--- src/flash_timing_defs.svh ---
/*
 * Constants of the flash timing and auto-read register block: register
 * indices, reset values, field positions and timing multipliers.
 * Assumes it is included by bare name from the counter and register modules.
 */
// Behaviour
// Start delay lasts start_count plus one prescaler clocks; resets to 18h.
// Transition time lasts transition_count plus one prescaler clocks; resets to 30h.
// Program pulse lasts 8 times (programming_width plus one); resets to 16h.
// Page erase pulse lasts 4096 times (page_erase_width plus one); resets to 04h.
// Module erase pulse lasts 4096 times (module_erase_width plus one); resets to EAh.
// End delay lasts end_count plus one prescaler clocks; resets to 18h.
// Module erase end delay lasts 8 times (module_end_count plus one); resets 3Ch.
// Recovery delay lasts recovery_count plus one prescaler clocks; resets to 04h.
// Software must not write timing registers while the busy flag is set.
// Timing registers take reset values at reset only if flash is idle; here they load at every reset, also one applied mid-operation.
// Function word is sampled at reset into a read-only register.
// Protection word is sampled at reset and drives protection settings.
// Each auto-read register has a data-flash alias returning the same value.
// Code-area word loads during reset and gives the CPU its branch displacement.
// Code-area address bits 10:0 always read zero.
// Code-area address bit 15 always reads zero.
// Code-area bits 14:11 load with the inverted boot-area field at reset.
// Prescaler clock is system clock divided by prescaler_divisor plus one.
// Busy flag is set during program or erase, clear when ready.
// Operation runs start, transition, pulse, end delay, recovery, each reloaded.
`ifndef FLASH_TIMING_DEFS_SVH
`define FLASH_TIMING_DEFS_SVH

// ------------------------------------------------------------
// Register indices
// ------------------------------------------------------------
`define IDX_START_DELAY      4'h0
`define IDX_TRANSITION_TIME  4'h1
`define IDX_PROGRAM_PULSE    4'h2
`define IDX_PAGE_ERASE_PULSE 4'h3
`define IDX_MODULE_ERASE     4'h4
`define IDX_END_DELAY        4'h5
`define IDX_MODULE_END       4'h6
`define IDX_RECOVERY         4'h7
`define IDX_FUNCTION_WORD    4'h8
`define IDX_PROTECTION_WORD  4'h9
`define IDX_CODE_AREA        4'ha
`define IDX_FUNCTION_ALIAS   4'hb
`define IDX_PROTECTION_ALIAS 4'hc
`define IDX_CODE_AREA_ALIAS  4'hd
`define IDX_PRESCALER        4'he

// ------------------------------------------------------------
// Reset values
// ------------------------------------------------------------
`define RST_START_DELAY      8'h18
`define RST_TRANSITION_TIME  8'h30
`define RST_PROGRAM_PULSE    8'h16
`define RST_PAGE_ERASE_PULSE 8'h04
`define RST_MODULE_ERASE     8'hea
`define RST_END_DELAY        8'h18
`define RST_MODULE_END       8'h3c
`define RST_RECOVERY         8'h04
`define RST_PRESCALER        5'h04

// ------------------------------------------------------------
// Fields and multipliers (log2 of the scale factor)
// ------------------------------------------------------------
`define BOOT_AREA_LSB        0
`define BOOT_AREA_MSB        3
`define CODE_MID_LSB         11
`define CODE_MID_MSB         14
`define SHIFT_X1             5'd0
`define SHIFT_X8             5'd3
`define SHIFT_X4096          5'd12

`endif

--- src/flash_timing_pkg.sv ---
/*
 * Types shared by the flash timing block.
 * Assumes flash_timing_defs.svh sits in the same folder.
 */
package flash_timing_pkg;

    typedef enum logic [2:0] {
        ST_IDLE    = 3'b000,
        ST_START   = 3'b001,
        ST_TRANS   = 3'b010,
        ST_PULSE   = 3'b011,
        ST_END     = 3'b100,
        ST_RECOVER = 3'b101
    } phase_t;

    typedef enum logic [1:0] {
        OP_PROGRAM      = 2'b00,
        OP_PAGE_ERASE   = 2'b01,
        OP_MODULE_ERASE = 2'b10
    } op_t;

    // Register access from the CPU bus
    typedef struct packed {
        logic       wr;
        logic       rd;
        logic [3:0] idx;
        logic [7:0] wdata;
    } reg_req_t;

endpackage

--- src/flash_phase_counter.sv ---
/*
 * Down counter timing one phase of a flash operation in prescaler clocks.
 * Assumes the caller loads it once per phase and waits for o_done.
 */
`timescale 1ns/1ps
`include "flash_timing_defs.svh"
module flash_phase_counter
    import flash_timing_pkg::*;
(
    input  wire logic        i_clk,
    input  wire logic        i_arst_n,
    input  wire logic        i_ce,
    input  wire logic        i_load,
    input  wire logic [7:0]  i_reload,
    input  wire logic [4:0]  i_shift,
    input  wire logic        i_tick,
    output logic             o_done
);
    logic [20:0] count;

    // Total = (reload + 1) << shift ticks; done on the last tick
    always_ff @(posedge i_clk or negedge i_arst_n) begin
        if (!i_arst_n) begin
            count  <= 21'h0;
            o_done <= 1'b0;
        end else if (i_ce) begin
            o_done <= 1'b0;
            if (i_load) begin
                count <= 21'(({13'h0, i_reload} + 21'h1) << i_shift);
            end else if (i_tick && count != 21'h0) begin
                count <= count - 21'h1;
                if (count == 21'h1) begin
                    o_done <= 1'b1;
                end
            end
        end
    end
endmodule

--- src/flash_timing_regs.sv ---
/*
 * Flash timing reload registers, prescaler, program/erase sequencer and
 * the auto-read registers captured at reset.
 * Assumes a simple synchronous CPU register port and that the info-block
 * words are stable while the reset is low and at its release.
 */
`timescale 1ns/1ps
`include "flash_timing_defs.svh"
module flash_timing_regs
    import flash_timing_pkg::*;
(
    input  wire logic        i_clk,
    input  wire logic        i_arst_n,
    input  wire logic        i_ce,
    input  wire reg_req_t    i_req,
    output logic [15:0]      o_rdata,
    output logic             o_rvalid,
    input  wire logic        i_op_start,
    input  wire op_t         i_op_kind,
    input  wire logic [15:0] i_function_word,
    input  wire logic [15:0] i_protection_word,
    output logic             o_flash_busy_flag,
    output logic [2:0]       o_phase,
    output logic             o_pulse_active,
    output logic             o_write_ignored,
    output logic [15:0]      o_protection,
    output logic [15:0]      o_code_area_start
);
    // ------------------------------------------------------------
    // Register storage
    // ------------------------------------------------------------
    logic [7:0]  reload [0:7];
    logic [4:0]  prescaler_divisor;
    logic [15:0] function_word_copy;
    logic [15:0] protection_word_copy;
    logic [15:0] code_area_start;
    logic        captured;
    logic        busy;
    phase_t      phase;
    op_t         op;
    logic [4:0]  pre_count;
    logic        tick;
    logic        load;
    logic [7:0]  cur_reload;
    logic [4:0]  cur_shift;
    logic        phase_done;
    logic        wr_ok;

    function automatic logic [7:0] reset_value(input logic [2:0] idx);
        case (idx)
            3'd0:    reset_value = `RST_START_DELAY;
            3'd1:    reset_value = `RST_TRANSITION_TIME;
            3'd2:    reset_value = `RST_PROGRAM_PULSE;
            3'd3:    reset_value = `RST_PAGE_ERASE_PULSE;
            3'd4:    reset_value = `RST_MODULE_ERASE;
            3'd5:    reset_value = `RST_END_DELAY;
            3'd6:    reset_value = `RST_MODULE_END;
            default: reset_value = `RST_RECOVERY;
        endcase
    endfunction

    // Writes while busy are dropped; software is expected not to try
    assign wr_ok = i_req.wr && !busy;

    // ------------------------------------------------------------
    // Timing reload registers
    // ------------------------------------------------------------
    // Reset values load at every reset, whether the sequencer is idle or mid-operation;
    // the same reset also returns the sequencer to idle.
    genvar g;
    generate
        for (g = 0; g < 8; g++) begin : g_reload
            always_ff @(posedge i_clk or negedge i_arst_n) begin
                if (!i_arst_n) begin
                    reload[g] <= reset_value(3'(g));
                end else if (i_ce && wr_ok && i_req.idx == 4'(g)) begin
                    reload[g] <= i_req.wdata;
                end
            end
        end
    endgenerate

    always_ff @(posedge i_clk or negedge i_arst_n) begin
        if (!i_arst_n) begin
            prescaler_divisor <= `RST_PRESCALER;
        end else if (i_ce && wr_ok && i_req.idx == `IDX_PRESCALER) begin
            prescaler_divisor <= i_req.wdata[4:0];
        end
    end

    // ------------------------------------------------------------
    // Auto-read capture
    // ------------------------------------------------------------
    // Caught on the first enabled edge after release; an async reset may
    // only load constants.
    always_ff @(posedge i_clk or negedge i_arst_n) begin
        if (!i_arst_n) begin
            captured             <= 1'b0;
            function_word_copy   <= 16'h0;
            protection_word_copy <= 16'h0;
            code_area_start      <= 16'h0;
        end else if (i_ce && !captured) begin
            captured             <= 1'b1;
            function_word_copy   <= i_function_word;
            protection_word_copy <= i_protection_word;
            code_area_start      <= {1'b0,
                                     ~i_protection_word[`BOOT_AREA_MSB:`BOOT_AREA_LSB],
                                     11'h000};
        end
    end

    // ------------------------------------------------------------
    // Prescaler
    // ------------------------------------------------------------
    always_ff @(posedge i_clk or negedge i_arst_n) begin
        if (!i_arst_n) begin
            pre_count <= 5'h0;
            tick      <= 1'b0;
        end else if (i_ce) begin
            if (pre_count >= prescaler_divisor) begin
                pre_count <= 5'h0;
                tick      <= 1'b1;
            end else begin
                pre_count <= pre_count + 5'h1;
                tick      <= 1'b0;
            end
        end
    end

    // ------------------------------------------------------------
    // Phase selection
    // ------------------------------------------------------------
    always_comb begin
        cur_reload = reload[0];
        cur_shift  = `SHIFT_X1;
        case (phase)
            ST_IDLE: begin
                cur_reload = reload[0];
                cur_shift  = `SHIFT_X1;
            end
            ST_START: begin
                cur_reload = reload[0];
                cur_shift  = `SHIFT_X1;
            end
            ST_TRANS: begin
                cur_reload = reload[1];
                cur_shift  = `SHIFT_X1;
            end
            ST_PULSE: begin
                case (op)
                    OP_PROGRAM: begin
                        cur_reload = reload[2];
                        cur_shift  = `SHIFT_X8;
                    end
                    OP_PAGE_ERASE: begin
                        cur_reload = reload[3];
                        cur_shift  = `SHIFT_X4096;
                    end
                    default: begin
                        cur_reload = reload[4];
                        cur_shift  = `SHIFT_X4096;
                    end
                endcase
            end
            ST_END: begin
                if (op == OP_MODULE_ERASE) begin
                    cur_reload = reload[6];
                    cur_shift  = `SHIFT_X8;
                end else begin
                    cur_reload = reload[5];
                    cur_shift  = `SHIFT_X1;
                end
            end
            ST_RECOVER: begin
                cur_reload = reload[7];
                cur_shift  = `SHIFT_X1;
            end
            default: begin
                cur_reload = reload[0];
                cur_shift  = `SHIFT_X1;
            end
        endcase
    end

    flash_phase_counter u_counter (
        .i_clk    (i_clk),
        .i_arst_n (i_arst_n),
        .i_ce     (i_ce),
        .i_load   (load),
        .i_reload (cur_reload),
        .i_shift  (cur_shift),
        .i_tick   (tick),
        .o_done   (phase_done)
    );

    // ------------------------------------------------------------
    // Sequencer
    // ------------------------------------------------------------
    // Load is a one-cycle strobe set on the same edge that enters each phase, so
    // the value selected above belongs to the phase already in force.
    always_ff @(posedge i_clk or negedge i_arst_n) begin
        if (!i_arst_n) begin
            phase <= ST_IDLE;
            op    <= OP_PROGRAM;
            load  <= 1'b0;
            busy  <= 1'b0;
        end else if (i_ce) begin
            load <= 1'b0;
            case (phase)
                ST_IDLE: begin
                    if (i_op_start) begin
                        op    <= i_op_kind;
                        phase <= ST_START;
                        load  <= 1'b1;
                        busy  <= 1'b1;
                    end
                end
                ST_START, ST_TRANS, ST_PULSE, ST_END: begin
                    if (phase_done) begin
                        phase <= phase_t'(phase + 3'h1);
                        load  <= 1'b1;
                    end
                end
                ST_RECOVER: begin
                    if (phase_done) begin
                        phase <= ST_IDLE;
                        busy  <= 1'b0;
                    end
                end
                default: begin
                    phase <= ST_IDLE;
                    busy  <= 1'b0;
                end
            endcase
        end
    end

    // ------------------------------------------------------------
    // Read port and registered outputs
    // ------------------------------------------------------------
    always_ff @(posedge i_clk or negedge i_arst_n) begin
        if (!i_arst_n) begin
            o_rdata  <= 16'h0;
            o_rvalid <= 1'b0;
        end else if (i_ce) begin
            o_rvalid <= i_req.rd;
            o_rdata  <= 16'h0;
            if (i_req.rd) begin
                case (i_req.idx)
                    `IDX_START_DELAY, `IDX_TRANSITION_TIME, `IDX_PROGRAM_PULSE,
                    `IDX_PAGE_ERASE_PULSE, `IDX_MODULE_ERASE, `IDX_END_DELAY,
                    `IDX_MODULE_END, `IDX_RECOVERY:
                        o_rdata <= {8'h0, reload[i_req.idx[2:0]]};
                    `IDX_FUNCTION_WORD, `IDX_FUNCTION_ALIAS:
                        o_rdata <= function_word_copy;
                    `IDX_PROTECTION_WORD, `IDX_PROTECTION_ALIAS:
                        o_rdata <= protection_word_copy;
                    `IDX_CODE_AREA, `IDX_CODE_AREA_ALIAS:
                        o_rdata <= code_area_start;
                    `IDX_PRESCALER:
                        o_rdata <= {11'h0, prescaler_divisor};
                    default:
                        o_rdata <= 16'h0;
                endcase
            end
        end
    end

    always_ff @(posedge i_clk or negedge i_arst_n) begin
        if (!i_arst_n) begin
            o_flash_busy_flag <= 1'b0;
            o_phase           <= 3'h0;
            o_pulse_active    <= 1'b0;
            o_write_ignored   <= 1'b0;
            o_protection      <= 16'h0;
            o_code_area_start <= 16'h0;
        end else if (i_ce) begin
            o_flash_busy_flag <= busy;
            o_phase           <= phase;
            o_pulse_active    <= (phase == ST_TRANS) && !phase_done ? 1'b0 : (phase == ST_PULSE);
            o_write_ignored   <= i_req.wr && busy;
            o_protection      <= protection_word_copy;
            o_code_area_start <= code_area_start;
        end
    end
endmodule

--- config.mk ---
export PLATFORM = sky130hd
export DESIGN_NAME = flash_timing_regs
export DESIGN_NICKNAME = d
export VERILOG_FILES = /design/src/flash_timing_pkg.sv /design/src/flash_phase_counter.sv /design/src/flash_timing_regs.sv
export VERILOG_INCLUDE_DIRS = /design/src
export SDC_FILE = /design/constraint.sdc
export NUM_CORES = 1
export LEC_CHECK = 0
export ABC_AREA = 1
export BUFFER_PORTS_ARGS = -buffer_cell sky130_fd_sc_hd__buf_2
export CAP_MARGIN = 30
export CORE_ASPECT_RATIO = 0.75
export CORE_UTILIZATION = 40
export DETAILED_ROUTE_END_ITERATION = 10
export PLACE_DENSITY = 0.66
export SLEW_MARGIN = 20
export SYNTH_ARGS = -nofsm -noshare
export SYNTH_HDL_FRONTEND = slang
export SYNTH_SLANG_ARGS = --single-unit
--- constraint.sdc ---
create_clock -name i_clk -period 2.65 [get_ports i_clk]
set_input_delay 0.265 -clock i_clk [delete_from_list [all_inputs] [get_ports i_clk]]
set_output_delay 0.265 -clock i_clk [all_outputs]
set_load 0.1 [all_outputs]
==> results.toml <==
[outcome]
status = "completed"

[floorplan]
io_pins = 107
die_w_um = 181
dieArea_sq_um = 24600
rows = 48
die_h_um = 136
core_sq_um = 23200
initial_utilization_pct = 41.3

[power_and_ir_drop]
seqPwrFrac_pct = 37.6
cell_internal_pwr_w = 0.00622
p_leak_nw = 5.15
pwr-share-comb_pct = 40.0
swShare_pct = 44.2
p_per_area_nw_per_um2 = 1020
irDropWorstVdd_v = 0.000453
p_sw_w = 0.00494
clockPowerShare_pct = 22.4

[timing]
max_freq_mhz = 409
whs_ns = 0.0291
finalCritPeriodShare_pct = 92.3
finalHoldViolCount = 0
finalSetupTns_ns = 0
setup_viol = 0
fin_ws_ns = 0.203
slew_viol_final = 0
worst_pin_slew_ns = 0.800
finalCriticalPeriod_ns = 2.45
slew_headroom_pct = 46.2
fin_skew_ns = 0.0105

[placed_design]
pre_cts_ws_ns = 0.154
dpl.hpwl_um = 19800
placed_cells = 1560
io_buffers = 94
place_area_sq_um = 10400
gp_congestion = 0.959

[setup_path]
worst-setup-path-type = "reg2reg"
r2r_setup_slack_ns = 0.20
r2r_end = "u_counter.count[2]"
startpoint = "phase[2]"
crit_end = "u_counter.count[2]"
critical_path_required_ns = 2.97
critical_path_buf_inv_count = 3
cp_max_fo = 8
arrival_ns = 2.76
endpoint_kind = "flip-flop"
cp_cell_sequence = "inv_4 > ha_1 > inv_1 > o21ai_0 > nor2_1 > nand3_1 > nand2_2 > inv_1 > ha_1 > or2_0 > nand2_1 > nor3_1 > o21ai_0 > o21ai_1"
slowest_stage = "dfrtp_2"
cp.depth = 14
cp_top_family = "simple AND/OR/NAND/NOR gates"
reg2regPathDepth = 14
r2r_start = "phase[2]"
cp-start-kind = "flip-flop"
max_stage_delay_ns = 0.47

[clocking]
clk_pin_slew_ns = 0.07
clk_path_buf_depth = 2
cts_buffers = 17
cts_tree = "done"
htree_levels = 4
clock_latency_ns = 0.44
root_buffer = "clkbuf_16"
clock_sinks = 184
cts_setup_buffers = 0

[global_routing]
grt_pass1_vias = 7745
antenna_found_initial = 0
grt_usage_pct = 22.9
grt_pass1_wl_um = 43600
overflow = 0
grt_max_degree = 62

[routing]
wl_per_cell_um = 17.0
drtIter0Drc = 927
vias_per_cell = 5.32
wl_um = 27100
num_vias = 8481
dr.pass1.iters = 5
drt_drc_violations_left = 0
route.antenna.remaining_nets = 0

[logic_synthesis]
ys_seq_elements = 184
yosysUniqueCellTypes = 55
ys_seq_area_share_pct = 48.3
async_flop_share_pct = 100
ys.flop_type = "dfrtp_1"
avgSynthCellArea_sq_um = 8.07
synth-edff-count = 0
synth_top_area_share_pct = 42.5
netlist_area_sq_um = 9590
synth_warnings = 0
syn_inst = 1189
yosysTopAreaCell = "dfrtp_1"
yosys-top-cells-area = "dfrtp_1 (43%), nand2_1 (12%), o21ai_0 (7.4%)"

[final_layout]
antenna_cells = 0
syn_to_final_growth_pct = 14.1
design_area_sq_um = 10900
layout-drive-gt1-share_pct = 17.6
n_fill_cell = 2244
layout.nets = 1347
final_cells = 1593

[run]
cap_viol_max_count = 0

[worst_hold_path]
hold_path_class = "in2reg"
-- cell families after synthesis --
kind of cell / Yosys count / synth area share (%)
xor+xnor: 7 / 0.639
simple gates: 516 / 23.5
fa+ha+maj: 15 / 1.96
compound gates: 278 / 17.1
other cells: 1 / 0.0391
buf+inv: 188 / 8.53
flops: 184 / 48.3
-- power by group through the flow --
| stage | combinational [W] | clock, W | sequential, W |
|---|---|---|---|
| after global placement | 0.00434 | 0 | 0.00421 |
| after global routing | 0.00497 | 0.00265 | 0.00427 |
| after floorplan | 0.00292 | 0 | 0.00460 |
| after detailed placement | 0.00440 | 0 | 0.00421 |
| final | 0.00446 | 0.00250 | 0.00419 |
| after CTS | 0.00442 | 0.00254 | 0.00417 |
-- worst reg2reg max path, delay by kind of cell, from the launching register on --
kind	cells	cell delay (ns)
AND/OR/NAND/NOR	6	0.76
flip-flops	1	0.47
adder cells (fa/ha/maj)	2	0.44
AO/OA/AOI/OAI	3	0.33
buffers and inverters	3	0.32
-- per-stage QoR --
step / power, W / util (%)
2_1_floorplan: 0.00751 / -
3_3_place_gp: 0.00855 / 44.6
3_5_place_dp: 0.00861 / 44.6
4_1_cts: 0.0111 / 47.1
5_1_grt: 0.0119 / 47.1
6_report: 0.0112 / 47.1
-- cells in the mapped netlist (3+ instances only) --
cell and n:
xor2_1 6, nand4_1 9, nor3_1 6, a21oi_2 4, nand2_1 303, or2_2 3, inv_1 114, a21oi_1 48
nand3_2 5, nand3_1 57, nor2_1 95, buf_4 17, o21ai_1 7, inv_2 8, o211ai_1 3, a22o_1 5
buf_2 7, o21ai_0 141, buf_6 4, a22oi_2 3, dfrtp_1 163, clkbuf_1 26, o221ai_1 3, dfstp_2 21
nand2_4 3, a2111oi_0 4, nor2_2 11, clkinv_1 9, ha_1 15, nor2_4 5, a22oi_1 29, nand3b_1 5
nand2_2 7, o22ai_1 14, a221oi_1 4
-- metal layers --
metal	up-vias	GRT usage, %	share of wire [%]
met4	0	6.13	1.5
met1	4066	35.3	50
li1	4081	-	-
met5	-	0	0
met2	305	31.5	40
met3	29	5.38	7.9
-- state kept, by name, summed over array words and instances (netlist names), 2 cells and up --
signal	cells
code_area_start	4
function_word_copy	16
o_code_area_start	4
o_phase	3
o_protection	16
o_rdata	16
op	2
phase	3
pre_count	5
prescaler_divisor	5
protection_word_copy	16
reload	64
u_counter.count	21
-- cell type report --
class / instances / area [sq um] / area share [%]
Tap cell: 300 / 375 / 3.43
Timing Repair Buffer: 115 / 662 / 6.05
Clock buffer: 21 / 450 / 4.12
Inverter: 134 / 513 / 4.69
Sequential cell: 184 / 4630 / 42.3
Clock inverter: 11 / 114 / 1.04
Multi-Input combinational cell: 828 / 4200 / 38.4
-- cells in the final DEF, fill, tap and decap left out, types with 18 or more instances in the layout --
| cell | count |
|---|---|
| o21ai_0 | 140 |
| inv_1 | 114 |
| nand3_1 | 57 |
| buf_4 | 18 |
| nor2_1 | 94 |
| a22oi_1 | 29 |
| dfstp_2 | 21 |
| dfrtp_1 | 162 |
| buf_2 | 93 |
| a21oi_1 | 48 |
| nand2_1 | 303 |
-- repair_timing --
action	CTS	global route
hold buffers	1	0
gates resized for setup	0	4
setup endpoints to repair	0	10
endpoints found under the hold margin	54	0
-- worst min path at each step --
stage / startpoint / endpoint / slack [ns] / cells after the start
6_report: i_protection_word[10] / protection_word_copy[10] / 0.03 / 3
5_1_grt: i_protection_word[9] / protection_word_copy[9] / 0.02 / 3
4_1_cts: i_protection_word[9] / protection_word_copy[9] / 0.01 / 3
3_5_place_dp: i_arst_n / o_code_area_start[12] / 0.30 / 1
3_3_place_gp: i_arst_n / o_code_area_start[12] / 0.29 / 1
2_1_floorplan: i_arst_n / busy / -0.03 / 0
Note: power is estimated with default switching activity, not from simulation.
